$ cat config.mk
export PLATFORM = sky130hd
export DESIGN_NAME = acsc_sys_ctrl
export DESIGN_NICKNAME = d
export VERILOG_FILES = /design/src/core/acsc_pkg.sv /design/src/core/acsc_rate_decode.sv /design/src/core/acsc_sys_ctrl.sv
export VERILOG_INCLUDE_DIRS = /design/src /design/src/core
export SDC_FILE = /design/constraint.sdc
export NUM_CORES = 1
export LEC_CHECK = 0
export BUFFER_PORTS_ARGS = -buffer_cell sky130_fd_sc_hd__clkbuf_2
export CAP_MARGIN = 20
export CELL_PAD_IN_SITES_DETAIL_PLACEMENT = 0
export CELL_PAD_IN_SITES_GLOBAL_PLACEMENT = 1
export CORE_ASPECT_RATIO = 0.7
export CORE_MARGIN = 2
export CORE_UTILIZATION = 37
export DETAILED_ROUTE_END_ITERATION = 7
export PLACE_DENSITY_LB_ADDON = 0.05
export SLEW_MARGIN = 0
export SYNTH_ARGS = -nofsm -noshare
export SYNTH_HDL_FRONTEND = slang
export SYNTH_SLANG_ARGS = --single-unit
$ cat constraint.sdc
create_clock -name clk_sys -period 7.2 [get_ports clk_sys]
set_input_delay 1.08 -clock clk_sys [delete_from_list [all_inputs] [get_ports clk_sys]]
set_output_delay 1.08 -clock clk_sys [all_outputs]
set_load 0.03 [all_outputs]
$ cat src/core/acsc_consts.svh
`ifndef ACSC_CONSTS_SVH
`define ACSC_CONSTS_SVH

// register offsets
`define ACSC_OFS_SYS_CTRL_ONE 8'h2a
`define ACSC_OFS_SYS_CTRL_TWO 8'h2b
`define ACSC_OFS_IRQ_WAKE_CTRL 8'h2c

// reset values
`define ACSC_RST_SYS_CTRL_ONE 8'h00
`define ACSC_RST_SYS_CTRL_TWO 8'h00
`define ACSC_RST_IRQ_WAKE_CTRL 8'h00

// system_control_one fields
`define ACSC_F1_SLEEP_RATE_HI 7
`define ACSC_F1_SLEEP_RATE_LO 6
`define ACSC_F1_WAKE_RATE_HI 5
`define ACSC_F1_WAKE_RATE_LO 3
`define ACSC_F1_LOW_NOISE 2
`define ACSC_F1_FAST_READ 1
`define ACSC_F1_ACTIVE 0

// system_control_two fields
`define ACSC_F2_SELF_TEST 7
`define ACSC_F2_SOFT_RESET 6
`define ACSC_F2_ZERO 5
`define ACSC_F2_SLEEP_OS_HI 4
`define ACSC_F2_SLEEP_OS_LO 3
`define ACSC_F2_AUTO_SLEEP 2
`define ACSC_F2_WAKE_OS_HI 1
`define ACSC_F2_WAKE_OS_LO 0

// interrupt_wake_control fields
`define ACSC_F3_FIFO_GATE 7
`define ACSC_F3_WAKE_TRANSIENT 6
`define ACSC_F3_WAKE_ORIENT 5
`define ACSC_F3_WAKE_PULSE 4
`define ACSC_F3_WAKE_FALL_MOTION 3
`define ACSC_F3_UNUSED 2
`define ACSC_F3_IRQ_POLARITY 1
`define ACSC_F3_IRQ_DRIVE 0

// writable mask of system_control_two: bit 5 stays zero, bit 6 self-clears
`define ACSC_TWO_STORE_MASK 8'h9f
// writable mask of interrupt_wake_control: bit 2 unused
`define ACSC_THREE_STORE_MASK 8'hfb

// fifo mode code meaning the fifo is off
`define ACSC_FIFO_MODE_OFF 2'h0

// low-noise saturation in counts (4 g at 1024 counts per g)
`define ACSC_LOW_NOISE_LIMIT 14'sd4095

// output data register span walked by the auto-increment pointer
`define ACSC_DATA_FIRST 8'h01
`define ACSC_DATA_LAST 8'h06

// software reset boot time
`define ACSC_CLK_PERIOD_NS 10
`define ACSC_BOOT_TIME_NS 1000
`define ACSC_BOOT_CYCLES \
    ((`ACSC_BOOT_TIME_NS + `ACSC_CLK_PERIOD_NS - 1) / `ACSC_CLK_PERIOD_NS)

`endif

$ cat src/core/acsc_pkg.sv
package acsc_pkg;

    // oversampling scheme codes
    typedef enum logic [1:0] {
        ACSC_OS_NORMAL = 2'h0,
        ACSC_OS_LOW_NOISE_LOW_POWER = 2'h1,
        ACSC_OS_HIGH_RES = 2'h2,
        ACSC_OS_LOW_POWER = 2'h3
    } acsc_os_scheme_t;

    // soft reset sequencer
    typedef enum logic {
        ACSC_RUN,
        ACSC_BOOT
    } acsc_state_t;

endpackage : acsc_pkg

$ cat src/core/acsc_rate_decode.sv
`timescale 1ns/1ps
// turns a rate code and oversampling scheme into sample period and ratio
module acsc_rate_decode (
    input wire logic [2:0] rate_code,
    input wire acsc_pkg::acsc_os_scheme_t scheme,
    output logic [19:0] period_us,
    output logic [10:0] os_ratio
);
    import acsc_pkg::*;

    // sample period in microseconds per rate code
    always_comb begin
        unique case (rate_code)
            3'h0: period_us = 20'h004e2; // 800 Hz, 1.25 ms
            3'h1: period_us = 20'h009c4; // 400 Hz
            3'h2: period_us = 20'h01388; // 200 Hz
            3'h3: period_us = 20'h02710; // 100 Hz
            3'h4: period_us = 20'h04e20; // 50 Hz
            3'h5: period_us = 20'h13880; // 12.5 Hz
            3'h6: period_us = 20'h27100; // 6.25 Hz
            3'h7: period_us = 20'h9c400; // 1.56 Hz, 640 ms
        endcase
    end

    // averaging ratio per scheme and rate
    always_comb begin
        os_ratio = 11'h002;
        unique case (scheme)
            ACSC_OS_NORMAL: begin
                unique case (rate_code)
                    3'h0: os_ratio = 11'h002;
                    3'h5: os_ratio = 11'h010;
                    3'h6: os_ratio = 11'h020;
                    3'h7: os_ratio = 11'h080;
                    default: os_ratio = 11'h004; // 400 to 50 Hz
                endcase
            end
            ACSC_OS_LOW_NOISE_LOW_POWER: begin
                unique case (rate_code)
                    3'h0: os_ratio = 11'h002;
                    3'h6: os_ratio = 11'h008;
                    3'h7: os_ratio = 11'h020;
                    default: os_ratio = 11'h004;
                endcase
            end
            ACSC_OS_HIGH_RES: begin
                unique case (rate_code)
                    3'h0: os_ratio = 11'h002;
                    3'h1: os_ratio = 11'h004;
                    3'h2: os_ratio = 11'h008;
                    3'h3: os_ratio = 11'h010;
                    3'h4: os_ratio = 11'h020;
                    3'h5: os_ratio = 11'h080;
                    3'h6: os_ratio = 11'h100;
                    3'h7: os_ratio = 11'h400;
                endcase
            end
            ACSC_OS_LOW_POWER: begin
                unique case (rate_code)
                    3'h6: os_ratio = 11'h004;
                    3'h7: os_ratio = 11'h010;
                    default: os_ratio = 11'h002;
                endcase
            end
        endcase
    end

endmodule : acsc_rate_decode

$ cat src/core/acsc_sys_ctrl.sv
`timescale 1ns/1ps
// Function
// host enters standby before changing control one
// control one field layout, all zero reset
// sleep rate codes 50/12.5/6.25/1.56 Hz
// auto-sleep runs everything at sleep rate
// wake rate codes 800 to 1.56 Hz
// active bit: 0 standby, 1 active
// low noise saturates signal at 4 g
// fast read skips low data bytes
// host changes fast read only fifo off
// control two field layout, zero reset
// self test shifts axis outputs
// soft reset reloads every register default
// soft reset also resets serial logic
// soft reset self-clears, reads as zero
// oversampling scheme code meanings
// averaging ratio by scheme and rate
// auto-sleep enable permits sleep transition
// interrupt wake control field layout
// fifo gate: flush or hold on transition
// wake enables let functions wake system
// irq polarity and drive type select
// active writes change only active bit
`include "acsc_consts.svh"
module acsc_sys_ctrl (
    input wire logic clk_sys,
    input wire logic resetn,
    // register port from the serial interface
    input wire logic [7:0] reg_addr,
    input wire logic reg_wr,
    input wire logic [7:0] reg_wdata,
    input wire logic reg_rd,
    output logic [7:0] reg_rdata,
    output logic reg_hit,
    // auto-increment pointer
    input wire logic [7:0] ptr_cur,
    output logic [7:0] ptr_next,
    // sleep state from the inactivity timer
    input wire logic asleep,
    // fifo side
    input wire logic [1:0] fifo_operating_mode,
    input wire logic fifo_empty,
    output logic fifo_flush,
    output logic fifo_input_block,
    output logic fifo_msb_only,
    // wake sources
    input wire logic transient_event,
    input wire logic orientation_event,
    input wire logic pulse_event,
    input wire logic fall_motion_event,
    output logic wake_request,
    // sample path clamp
    input wire logic signed [13:0] sample_in,
    output logic signed [13:0] sample_out,
    // control outputs
    output logic active_mode,
    output logic sleep_allowed,
    output logic self_test_enable,
    output logic low_noise_select,
    output logic irq_polarity,
    output logic irq_drive_type,
    output logic [2:0] run_rate_code,
    output acsc_pkg::acsc_os_scheme_t run_scheme,
    output logic [19:0] run_period_us,
    output logic [10:0] run_os_ratio,
    output logic serial_reset
);
    import acsc_pkg::*;

    localparam logic [7:0] BOOT_LAST = 8'(`ACSC_BOOT_CYCLES - 1);

    logic [7:0] ctrl_one_q, ctrl_one_d; // system_control_one
    logic [7:0] ctrl_two_q, ctrl_two_d; // system_control_two
    logic [7:0] ctrl_three_q, ctrl_three_d; // interrupt_wake_control
    acsc_state_t state_q, state_d; // soft reset sequencer
    logic [7:0] boot_cnt_q, boot_cnt_d; // boot timer
    logic [7:0] rdata_q, rdata_d; // registered read data
    logic asleep_q, asleep_d; // previous sleep state
    logic block_q, block_d; // fifo input held by gate
    logic flush_q, flush_d; // flush pulse

    // register decode, used by write and read paths
    function automatic logic [1:0] reg_index(input logic [7:0] a);
        unique case (a)
            `ACSC_OFS_SYS_CTRL_ONE: reg_index = 2'h1;
            `ACSC_OFS_SYS_CTRL_TWO: reg_index = 2'h2;
            `ACSC_OFS_IRQ_WAKE_CTRL: reg_index = 2'h3;
            default: reg_index = 2'h0;
        endcase
    endfunction : reg_index

    // fields
    logic [1:0] sleep_sample_rate;
    logic [2:0] wake_data_rate;
    logic fast_read;
    logic auto_sleep_enable;
    acsc_os_scheme_t sleep_oversampling_scheme;
    acsc_os_scheme_t wake_oversampling_scheme;
    logic fifo_gate;
    logic in_sleep;

    assign sleep_sample_rate = ctrl_one_q[`ACSC_F1_SLEEP_RATE_HI:
                                          `ACSC_F1_SLEEP_RATE_LO];
    assign wake_data_rate = ctrl_one_q[`ACSC_F1_WAKE_RATE_HI:
                                       `ACSC_F1_WAKE_RATE_LO];
    assign low_noise_select = ctrl_one_q[`ACSC_F1_LOW_NOISE];
    assign fast_read = ctrl_one_q[`ACSC_F1_FAST_READ];
    assign active_mode = ctrl_one_q[`ACSC_F1_ACTIVE];
    assign self_test_enable = ctrl_two_q[`ACSC_F2_SELF_TEST];
    assign auto_sleep_enable = ctrl_two_q[`ACSC_F2_AUTO_SLEEP];
    assign sleep_oversampling_scheme = acsc_os_scheme_t'(
        ctrl_two_q[`ACSC_F2_SLEEP_OS_HI:`ACSC_F2_SLEEP_OS_LO]);
    assign wake_oversampling_scheme = acsc_os_scheme_t'(
        ctrl_two_q[`ACSC_F2_WAKE_OS_HI:`ACSC_F2_WAKE_OS_LO]);
    assign fifo_gate = ctrl_three_q[`ACSC_F3_FIFO_GATE];
    assign irq_polarity = ctrl_three_q[`ACSC_F3_IRQ_POLARITY];
    assign irq_drive_type = ctrl_three_q[`ACSC_F3_IRQ_DRIVE];

    // sleep only counts while active and enabled
    assign sleep_allowed = auto_sleep_enable & active_mode;
    assign in_sleep = asleep & sleep_allowed;

    // sleep codes sit on top of the wake table: 00 -> 50 Hz code 4
    always_comb begin
        if (in_sleep) begin
            run_rate_code = {1'b1, sleep_sample_rate};
            run_scheme = sleep_oversampling_scheme;
        end else begin
            run_rate_code = wake_data_rate;
            run_scheme = wake_oversampling_scheme;
        end
    end

    // period and averaging ratio of the running rate
    acsc_rate_decode u_rate (
        .rate_code(run_rate_code),
        .scheme(run_scheme),
        .period_us(run_period_us),
        .os_ratio(run_os_ratio)
    );

    // register write path and soft reset sequencing
    always_comb begin
        ctrl_one_d = ctrl_one_q;
        ctrl_two_d = ctrl_two_q;
        ctrl_three_d = ctrl_three_q;
        state_d = state_q;
        boot_cnt_d = boot_cnt_q;
        unique case (state_q)
            ACSC_RUN: begin
                if (reg_wr) begin
                    unique case (reg_index(reg_addr))
                        2'h1: begin
                            if (active_mode) begin
                                // other fields frozen while running
                                ctrl_one_d[`ACSC_F1_ACTIVE] =
                                    reg_wdata[`ACSC_F1_ACTIVE];
                            end else begin
                                ctrl_one_d = reg_wdata;
                                // fast read frozen while fifo runs
                                if (fifo_operating_mode !=
                                    `ACSC_FIFO_MODE_OFF) begin
                                    ctrl_one_d[`ACSC_F1_FAST_READ] =
                                        fast_read;
                                end
                            end
                        end
                        2'h2: begin
                            if (reg_wdata[`ACSC_F2_SOFT_RESET]) begin
                                // reload defaults at once, any mode
                                ctrl_one_d = `ACSC_RST_SYS_CTRL_ONE;
                                ctrl_two_d = `ACSC_RST_SYS_CTRL_TWO;
                                ctrl_three_d =
                                    `ACSC_RST_IRQ_WAKE_CTRL;
                                state_d = ACSC_BOOT;
                                boot_cnt_d = 8'h00;
                            end else begin
                                ctrl_two_d = reg_wdata &
                                    `ACSC_TWO_STORE_MASK;
                            end
                        end
                        2'h3: ctrl_three_d = reg_wdata &
                            `ACSC_THREE_STORE_MASK;
                        default: ;
                    endcase
                end
            end
            ACSC_BOOT: begin
                // writes dropped while booting; back to run at the end
                if (boot_cnt_q == BOOT_LAST) begin
                    state_d = ACSC_RUN;
                end else begin
                    boot_cnt_d = boot_cnt_q + 8'h01;
                end
            end
        endcase
    end

    // control registers
    always_ff @(posedge clk_sys or negedge resetn) begin
        if (!resetn) begin
            ctrl_one_q <= `ACSC_RST_SYS_CTRL_ONE;
            ctrl_two_q <= `ACSC_RST_SYS_CTRL_TWO;
            ctrl_three_q <= `ACSC_RST_IRQ_WAKE_CTRL;
            state_q <= ACSC_RUN;
            boot_cnt_q <= 8'h00;
        end else begin
            ctrl_one_q <= ctrl_one_d;
            ctrl_two_q <= ctrl_two_d;
            ctrl_three_q <= ctrl_three_d;
            state_q <= state_d;
            boot_cnt_q <= boot_cnt_d;
        end
    end

    // serial logic held in reset for the boot time
    assign serial_reset = (state_q == ACSC_BOOT);

    // read path; soft reset bit is never stored so reads zero
    always_comb begin
        rdata_d = rdata_q;
        if (reg_rd) begin
            unique case (reg_index(reg_addr))
                2'h1: rdata_d = ctrl_one_q;
                2'h2: rdata_d = ctrl_two_q;
                2'h3: rdata_d = ctrl_three_q;
                default: rdata_d = 8'h00;
            endcase
        end
    end

    // read data register
    always_ff @(posedge clk_sys or negedge resetn) begin
        if (!resetn) begin
            rdata_q <= 8'h00;
        end else begin
            rdata_q <= rdata_d;
        end
    end

    assign reg_rdata = rdata_q;
    assign reg_hit = (reg_index(reg_addr) != 2'h0);

    // pointer walk: fast read visits only the high data bytes
    always_comb begin
        ptr_next = ptr_cur + 8'h01;
        if (fast_read && ptr_cur >= `ACSC_DATA_FIRST &&
            ptr_cur < `ACSC_DATA_LAST) begin
            ptr_next = ptr_cur + 8'h02;
        end
    end
    assign fifo_msb_only = fast_read;

    // wake only from enabled functions while asleep
    assign wake_request = in_sleep &
        ((transient_event & ctrl_three_q[`ACSC_F3_WAKE_TRANSIENT]) |
         (orientation_event & ctrl_three_q[`ACSC_F3_WAKE_ORIENT]) |
         (pulse_event & ctrl_three_q[`ACSC_F3_WAKE_PULSE]) |
         (fall_motion_event &
          ctrl_three_q[`ACSC_F3_WAKE_FALL_MOTION]));

    // fifo gating on wake/sleep transitions
    always_comb begin
        asleep_d = in_sleep;
        flush_d = 1'b0;
        block_d = block_q;
        if (in_sleep != asleep_q) begin
            if (fifo_gate) begin
                block_d = 1'b1;
            end else begin
                flush_d = 1'b1;
            end
        end else if (fifo_empty || !fifo_gate) begin
            // host emptied it or the gate is clear; a new transition still wins above
            block_d = 1'b0;
        end
    end

    // fifo gating state
    always_ff @(posedge clk_sys or negedge resetn) begin
        if (!resetn) begin
            asleep_q <= 1'b0;
            flush_q <= 1'b0;
            block_q <= 1'b0;
        end else begin
            asleep_q <= asleep_d;
            flush_q <= flush_d;
            block_q <= block_d;
        end
    end

    assign fifo_flush = flush_q;
    assign fifo_input_block = block_q;

    // low noise limits the range; higher thresholds are never reached
    always_comb begin
        sample_out = sample_in;
        if (low_noise_select) begin
            if (sample_in > `ACSC_LOW_NOISE_LIMIT) begin
                sample_out = `ACSC_LOW_NOISE_LIMIT;
            end else if (sample_in < -`ACSC_LOW_NOISE_LIMIT) begin
                sample_out = -`ACSC_LOW_NOISE_LIMIT;
            end
        end
    end

endmodule : acsc_sys_ctrl

==> results.json, run 1 <==
{
  "status": "complete, no violations",
  "min_path_cells": 1,
  "drtIter0Drc": 187,
  "place.gp.congestion": 0.805,
  "ys_warn_count": 0,
  "fin_crit_ns": 4.27,
  "vias": 2813,
  "die_area_mm2": 0.00849,
  "core-area_mm2": 0.00742,
  "grt_pass1_vias": 2727,
  "avgSynthCellArea_um2": 8.49,
  "fp.dieW_um": 109,
  "nFillCells": 742,
  "startpoint_type": "input pin",
  "synthesis.area_mm2": 0.00287,
  "mostFrequentLayoutCells": "clkbuf_2, nand2_1, dfrtp_1, inv_1, o21ai_0",
  "relSlewSlack_pct": 60.2,
  "cts-buffers-inserted": 5,
  "rsz0062_at_grt": "false",
  "multi_input_area_mm2": 0.00163,
  "ctsLongestPathBuffers": 2,
  "regArea_mm2": 0.00103,
  "ant_nets": 0,
  "total_power_mw": 0.571,
  "area_growth_pct": 26.2,
  "fin_skew_ns": 0.00748,
  "hpwl_um": 6120,
  "ys.flop_type": "dfrtp_1",
  "worst_pin_slew_ns": 0.595,
  "min_from": "boot_cnt_q[0]$_DFFE_PN0P_",
  "htree_levels": 2,
  "fp-row-count": 26,
  "fin_crit_sh_pct": 59.3,
  "min_to": "boot_cnt_q[0]$_DFFE_PN0P_",
  "hold_class": "reg -> reg",
  "maxSlewViolCount": 0,
  "ys_types": 60,
  "drt-total-wl_um": 8000,
  "cp.arrival_ns": 3.19,
  "viasPerCell": 5.12,
  "critical_path.max_stage_delay_ns": 0.40,
  "setup_viol": 0,
  "overflow": 0,
  "dr.pass1.iters": 5,
  "cp_slowest_cell": "mux2_2",
  "final_common_cell": "clkbuf_2",
  "cts-root-buf": "clkbuf_8",
  "path_common_cell": "clkbuf_2",
  "grt_pass1_wl_um": 13200,
  "synthCells": 338,
  "fin_util_pct": 48.9,
  "powerDensity_mw_per_mm2": 157,
  "diodes": 0,
  "worstSetupEndpointType": "primary output",
  "grt_antenna_before_repair": 0,
  "hold_viol_final": 0,
  "worstPathCellList": "clkbuf_2, nand3_2, mux2_2, ha_1, a31o_2, a2111oi_4, a2bb2oi_2, clkbuf_2",
  "cts_setup_buffers": 0,
  "synth_edf_count": 0,
  "cts_resized": 0,
  "grt_max_degree": 42,
  "crit_fanout": 14,
  "clock.fmax_mhz": 234,
  "gr-usage-all-layers_pct": 19.4,
  "ios": 128,
  "async_reset_ff_share_pct": 100,
  "crit_type": "in -> out",
  "clk_pin_slew_ns": 0.08,
  "rr_startpoint": "serial_reset$_DFF_PN0_",
  "r2r_setup_slack_ns": 5.30,
  "ys_ff_latch": 41,
  "layout-drive-gt1-share_pct": 32.4,
  "drc": 0,
  "wl_per_cell_um": 14.6,
  "clk_latency_ns": 0.29,
  "cts_tree": "built",
  "cts.sinks": 41,
  "start_util_pct": 38.7,
  "nets": 513,
  "worstPathRequired_ns": 6.12,
  "die_h_um": 77.7,
  "yosysSeqAreaShare_pct": 35.7,
  "ir_worst_vdd_v": 0.000104,
  "cts_hold_buffers": 0,
  "timing.setup.tns_ns": 0,
  "drv_cap": 0,
  "reg2reg_to": "ctrl_one_q[1]$_DFFE_PN0P_",
  "reg2regPathDepth": 3,
  "leakage_nw": 1.83,
  "io_buffers": 122
}
-- stage by stage --
step | hold WS, ns | setup WS, ns | cells | cell area (um2)
floorplan | 0.442 | 2.97 | 342 | 2890
global placement | 0.490 | 2.96 | 540 | 3520
detailed placement | 0.494 | 2.92 | 540 | 3520
CTS | 0.512 | 2.92 | 548 | 3600
global route | 0.548 | 2.77 | 549 | 3620
finish | 0.514 | 2.93 | 549 | 3620
-- worst max-delay path, delay by kind of cell --
kind / cells / cell delay, ns
adders and majority gates: 1 / 0.26
AOI/OAI and AO/OA: 3 / 0.78
and+or+nand+nor: 1 / 0.33
muxes: 1 / 0.40
buffers and inverters: 2 / 0.33
-- synthesized netlist by cell type (3+ instances only) --
master / instances / area, um2
ha_1: 13 / 163
nand4_1: 3 / 18.8
o21ai_1: 5 / 25.0
o21ai_0: 23 / 115
clkbuf_1: 16 / 60.1
dfrtp_1: 41 / 1030
nand2_1: 47 / 176
o22ai_1: 10 / 62.6
a22oi_1: 5 / 37.5
mux2i_1: 5 / 50.1
and2_1: 3 / 18.8
nor4_1: 3 / 18.8
or3_1: 4 / 25.0
a21oi_1: 16 / 80.1
xnor2_1: 9 / 78.8
buf_4: 6 / 45.0
nand3_1: 12 / 60.1
and3_1: 5 / 31.3
xor2_1: 3 / 26.3
inv_1: 28 / 105
a222oi_1: 5 / 50.1
o31ai_1: 9 / 67.6
a21o_1: 11 / 82.6
nor2_1: 13 / 48.8
-- cell type report --
| class | count | share of cell area (%) |
|---|---|---|
| clock buffer | 6 | 2.00 |
| sequential | 41 | 28.3 |
| timing repair buffer | 124 | 17.6 |
| clock inverter | 2 | 0.414 |
| tap | 98 | 3.38 |
| multi-input combinational | 247 | 45.0 |
| inverter | 31 | 3.28 |
-- worst max-delay path by stage --
stage	from	endpoint	cells past startpoint
floorplan	asleep	run_os_ratio[1]	7
global placement	asleep	run_os_ratio[2]	8
detailed placement	asleep	run_os_ratio[2]	8
CTS	asleep	run_os_ratio[2]	8
global route	asleep	run_os_ratio[5]	8
finish	asleep	run_os_ratio[2]	8
-- kinds of logic after synthesis --
| logic type | share of synthesized area, % |
|---|---|
| mux | 4.18 |
| xor+xnor | 3.66 |
| other cells | 0.131 |
| fa+ha+maj | 5.67 |
| compound gates | 24.4 |
| flops | 35.7 |
| simple gates | 18.2 |
| buf+inv | 7.98 |
-- sequential cells by signal, summed over array words and instances (netlist names) --
name              cells
fifo_input_block      1
ctrl_two_q            6
fifo_flush            1
asleep_q              1
ctrl_three_q          7
boot_cnt_q            8
serial_reset          1
ctrl_one_q            8
reg_rdata             8
-- power breakdown --
group,leakage (nW),total (mW),switching (mW),internal (mW)
combinational,1.23,0.143,0.0893,0.0534
sequential,0.555,0.279,0.0252,0.254
clock,0.0374,0.149,0.0809,0.0683
-- metal layers --
layer	share of wire, %	GRT usage, %	wire length (um)
met5	0	0	0
met1	50	29.1	4030
met2	41	28.4	3310
met4	1.1	4.05	90
met3	7.1	4.37	567
(Power assumes the default switching activity.)
==> run 2, diff against run 1 <==
--- a/config.mk
+++ b/config.mk
@@ -12,7 +12,7 @@
 export CELL_PAD_IN_SITES_GLOBAL_PLACEMENT = 1
 export CORE_ASPECT_RATIO = 0.7
 export CORE_MARGIN = 2
-export CORE_UTILIZATION = 37
+export CORE_UTILIZATION = 31
 export DETAILED_ROUTE_END_ITERATION = 7
 export PLACE_DENSITY_LB_ADDON = 0.05
 export SLEW_MARGIN = 0
==> constraint.sdc (replaced) <==
create_clock -name clk_sys -period 3.7 [get_ports clk_sys]
set_input_delay 0.555 -clock clk_sys [delete_from_list [all_inputs] [get_ports clk_sys]]
set_output_delay 0.555 -clock clk_sys [all_outputs]
set_load 0.03 [all_outputs]
==> run 2 against run 1 <==
Effect of this change:
- sequential power increased by 94%
- power is 130% higher
- setup slack lost 2.5 ns
==> results.json, run 2 (synthesized netlist as in run 1, its figures left out) <==
{
  "setup_viol": 0,
  "crit_start": "ctrl_one_q[0]$_DFFE_PN0P_",
  "io_buffers": 122,
  "rr_startpoint": "serial_reset$_DFF_PN0_",
  "nets": 514,
  "cts-buffers-inserted": 5,
  "cts_resized": 0,
  "cts_tree": "built",
  "ctsLongestPathBuffers": 2,
  "crit_fanout": 9,
  "dpl.cell_count": 568,
  "cp-endpoint": "run_os_ratio[2]",
  "startpoint_type": "flop",
  "worst_pin_slew_ns": 0.561,
  "wl_per_cell_um": 14.8,
  "leakage_nw": 1.87,
  "worstPathRequired_ns": 3.14,
  "fin_crit_sh_pct": 88.9,
  "cts_setup_buffers": 0,
  "grt_use_met1_pct": 27.0,
  "ant_nets": 0,
  "relSlewSlack_pct": 62.6,
  "r2r_setup_slack_ns": 1.87,
  "fin_skew_ns": 0.00567,
  "fin_crit_ns": 3.29,
  "cts_hold_buffers": 0,
  "ios": 128,
  "drv_cap": 0,
  "grt_pass1_vias": 2668,
  "hold_ws_ns": 0.247,
  "reg2regPathDepth": 3,
  "clk_latency_ns": 0.28,
  "nFillCells": 951,
  "fp.dieW_um": 119,
  "cp.arrival_ns": 2.74,
  "grt_use_met3_pct": 3.94,
  "gr-usage-all-layers_pct": 17.1,
  "cts.sinks": 41,
  "final_common_cell": "clkbuf_2",
  "die_area_mm2": 0.0101,
  "status": "complete, no violations",
  "layout-drive-gt1-share_pct": 32.7,
  "maxSlewViolCount": 0,
  "rsz0062_at_grt": "false",
  "mostFrequentLayoutCells": "clkbuf_2, nand2_1, dfrtp_1, inv_1, o21ai_0",
  "place.gp.congestion": 0.749,
  "drc": 0,
  "hpwl_um": 6660,
  "dr.pass1.iters": 7,
  "top_usage_layer": "met1",
  "reg2reg_to": "ctrl_one_q[1]$_DFFE_PN0P_",
  "hold_viol_final": 0,
  "viasPerCell": 4.95,
  "final_cells": 576,
  "die_h_um": 84.5,
  "area_growth_pct": 30.3,
  "clk_pin_slew_ns": 0.06,
  "fp-row-count": 29,
  "drt-total-wl_um": 8500,
  "total_power_mw": 1.34,
  "grt_pass1_wl_um": 13900,
  "diodes": 0,
  "grt_max_degree": 22,
  "start_util_pct": 31.8,
  "met2_usage_pct": 24.3,
  "clock.fmax_mhz": 304,
  "hold_class": "in -> async",
  "overflow": 0,
  "timing.setup.tns_ns": 0,
  "htree_levels": 2,
  "drtIter0Drc": 167,
  "grt_antenna_before_repair": 0,
  "core-area_mm2": 0.00903,
  "worstSetupEndpointType": "primary output",
  "powerDensity_mw_per_mm2": 357,
  "crit_type": "reg -> out",
  "vias": 2853,
  "cts-root-buf": "clkbuf_16",
  "ir_worst_vdd_v": 0.000257
}
[run 2: cell count changes in the layout (fill, tap and decap cells not counted)]
cell | previous run | this run
clkinvlp_4 | 2 | 1
buf_4 | 1 | 3
clkbuf_8 | 5 | 1
bufinv_16 | 0 | 1
clkbuf_16 | 0 | 5
buf_12 | 1 | 0
clkbuf_1 | 1 | 0
[run 2: stage by stage]
stage / util (%) / area, um2 / setup slack (ns)
3_3_place_gp: 39.4 / 3560 / 0.693
6_report: 41.4 / 3740 / 0.409
4_1_cts: 41.4 / 3740 / 0.398
2_1_floorplan: - / 2890 / 0.454
5_1_grt: 41.4 / 3740 / 0.165
3_5_place_dp: 39.4 / 3560 / 0.677
[run 2: report_power, final]
part | internal (mW) | leakage [nW] | switching [mW]
Clock | 0.337 | 0.0831 | 0.179
Combinational | 0.103 | 1.23 | 0.176
Sequential | 0.494 | 0.555 | 0.0476
Total | 0.933 | 1.87 | 0.402
[run 2: how the worst min path moves through the flow]
stage | cells after the start | to | startpoint | slack (ns)
floorplan | 0 | asleep_q$_DFF_PN0_ | resetn | 0.26
global placement | 1 | boot_cnt_q[0]$_DFFE_PN0P_ | boot_cnt_q[0]$_DFFE_PN0P_ | 0.50
detailed placement | 1 | boot_cnt_q[0]$_DFFE_PN0P_ | boot_cnt_q[0]$_DFFE_PN0P_ | 0.51
CTS | 1 | reg_rdata[4]$_DFFE_PN0P_ | resetn | 0.26
global route | 1 | reg_rdata[6]$_DFFE_PN0P_ | resetn | 0.29
finish | 1 | reg_rdata[6]$_DFFE_PN0P_ | resetn | 0.25
[run 2: layout make-up]
class	instances	area (um2)	area share [%]
flip-flops and latches	41	1030	27.4
well taps	124	155	4.15
multi-input cells	247	1630	43.6
repair buffers	125	633	16.9
clock buffers	6	139	3.71
clock inverters	2	37.5	1.00
inverters	31	119	3.18
[run 2: layer usage]
metal  wire (um)  up-vias
met1        4480     1340
li1            -     1425
met5           0        -
met3         457        2
met4          14        0
met2        3550       86
[run 2: worst max-delay path, stage by stage (launching register included)]
cell and delay [ns]:
dfrtp_1 0.58, nand3_2 0.28, mux2i_1 0.26, ha_1 0.35
a31o_2 0.26, a2111oi_4 0.35, a2bb2oi_2 0.17, clkbuf_2 0.21
==> run 3, diff against run 2 <==
--- a/config.mk
+++ b/config.mk
@@ -14,7 +14,7 @@
 export CORE_MARGIN = 2
 export CORE_UTILIZATION = 31
 export DETAILED_ROUTE_END_ITERATION = 7
-export PLACE_DENSITY_LB_ADDON = 0.05
+export PLACE_DENSITY_LB_ADDON = 0.3
 export SLEW_MARGIN = 0
 export SYNTH_ARGS = -nofsm -noshare
 export SYNTH_HDL_FRONTEND = slang
==> run 3 against run 2 <==
Effect of this change:
- core utilization fell by 0.30 points
- non-clock buffer count did not move
- count of clock-buffer cells in the layout rose by 2
- critical path type unchanged
- largest power group unchanged
==> results.json, run 3 (synthesized netlist as in run 1, its figures left out) <==
{
  "rsz0062_at_grt": "false",
  "setup_slack_ns": 0.410,
  "dr.pass1.iters": 5,
  "fin_crit_sh_pct": 88.9,
  "cts.sinks": 41,
  "critical_path.max_stage_delay_ns": 0.50,
  "grt_pass1_wl_um": 14000,
  "start_util_pct": 31.8,
  "cts_resized": 0,
  "overflow": 0,
  "worstPathCellList": "nand3_2, mux2i_1, ha_1, a31o_2, a2111oi_4, a2bb2oi_2, clkbuf_2",
  "leakage_nw": 1.86,
  "critPathBufInv": 1,
  "fp-row-count": 29,
  "drtIter0Drc": 211,
  "maxSlewViolCount": 0,
  "io_buffers": 122,
  "fp.dieW_um": 119,
  "final_cells": 576,
  "gr-usage-all-layers_pct": 16.7,
  "ant_nets": 0,
  "rr_startpoint": "serial_reset$_DFF_PN0_",
  "cts_tree": "built",
  "nets": 514,
  "crit_family": "compound AO/OA/AOI/OAI gates",
  "wl_per_cell_um": 14.2,
  "cp_slowest_cell": "dfrtp_1",
  "diodes": 0,
  "setup_viol": 0,
  "crit_fanout": 10,
  "layout-drive-gt1-share_pct": 32.1,
  "hpwl_um": 6470,
  "final_common_cell": "clkbuf_2",
  "mostFrequentLayoutCells": "clkbuf_2, nand2_1, dfrtp_1, inv_1, o21ai_0",
  "worstSetupEndpointType": "primary output",
  "htree_levels": 2,
  "drc": 0,
  "fin_skew_ns": 0.00243,
  "grt_pass1_vias": 2792,
  "ir_worst_vdd_v": 0.000180,
  "vias": 2911,
  "post-place-ws_ns": 0.604,
  "dpl.cell_count": 567,
  "die_h_um": 84.5,
  "cp.arrival_ns": 2.73,
  "startpoint_type": "flop",
  "clk_latency_ns": 0.28,
  "fin_crit_ns": 3.29,
  "worst_pin_slew_ns": 0.581,
  "timing.setup.tns_ns": 0,
  "hold_viol_final": 0,
  "ios": 128,
  "cts-buffers-inserted": 5,
  "reg2regPathDepth": 3,
  "grt_max_degree": 42,
  "drv_cap": 0,
  "drt-total-wl_um": 8190,
  "reg2reg_to": "ctrl_one_q[1]$_DFFE_PN0P_",
  "cts_setup_buffers": 0,
  "powerDensity_mw_per_mm2": 333,
  "cts-root-buf": "clkbuf_16",
  "place.gp.congestion": 0.777,
  "clock.fmax_mhz": 304,
  "clk_pin_slew_ns": 0.06,
  "area_growth_pct": 29.3,
  "ctsLongestPathBuffers": 2,
  "relSlewSlack_pct": 61.2,
  "status": "complete, no violations",
  "worstPathRequired_ns": 3.14,
  "die_area_mm2": 0.0101,
  "viasPerCell": 5.05,
  "r2r_setup_slack_ns": 1.86,
  "core-area_mm2": 0.00903,
  "grt_antenna_before_repair": 0,
  "hold_class": "in -> async",
  "crit_type": "reg -> out",
  "cts_hold_buffers": 0
}
==> run 3: layout make-up <==
type	instances	area (um2)
tap	124	155
multi-input combinational	247	1630
sequential	41	1030
inverter	31	119
timing repair buffer	125	646
clock buffer	8	136
fill	955	5320
==> run 3: power by group <==
part	internal [mW]	switching (mW)	total (mW)
Combinational	0.104	0.175	0.279
Clock	0.251	0.163	0.414
Sequential	0.494	0.0479	0.542
==> run 3: worst max-delay path by stage <==
stage	from	end	slack (ns)	cells after the start
global route	ctrl_one_q[0]$_DFFE_PN0P_	run_os_ratio[5]	0.25	7
global placement	asleep	run_os_ratio[2]	0.65	8
CTS	ctrl_one_q[0]$_DFFE_PN0P_	run_os_ratio[2]	0.42	7
floorplan	ctrl_one_q[0]$_DFFE_PN0P_	run_os_ratio[1]	0.45	7
finish	ctrl_one_q[0]$_DFFE_PN0P_	run_os_ratio[2]	0.41	7
detailed placement	asleep	run_os_ratio[2]	0.60	8
==> run 3: per-layer routing <==
metal | GRT usage, % | share of wire, %
met1 | 24.5 | 48
met2 | 25.9 | 44
met3 | 3.53 | 8.0
met4 | 2.60 | 0.41
met5 | 0 | 0
==> run 3: per-stage QoR <==
| stage | area, um2 | utilization, % | hold slack, ns | power, mW |
|---|---|---|---|---|
| global route | 3710 | 41.1 | 0.117 | 1.32 |
| floorplan | 2890 | - | 0.259 | 0.732 |
| detailed placement | 3560 | 39.4 | 0.489 | 0.828 |
| global placement | 3560 | 39.4 | 0.487 | 0.823 |
| CTS | 3690 | 40.9 | 0.492 | 1.25 |
| finish | 3710 | 41.1 | 0.117 | 1.24 |
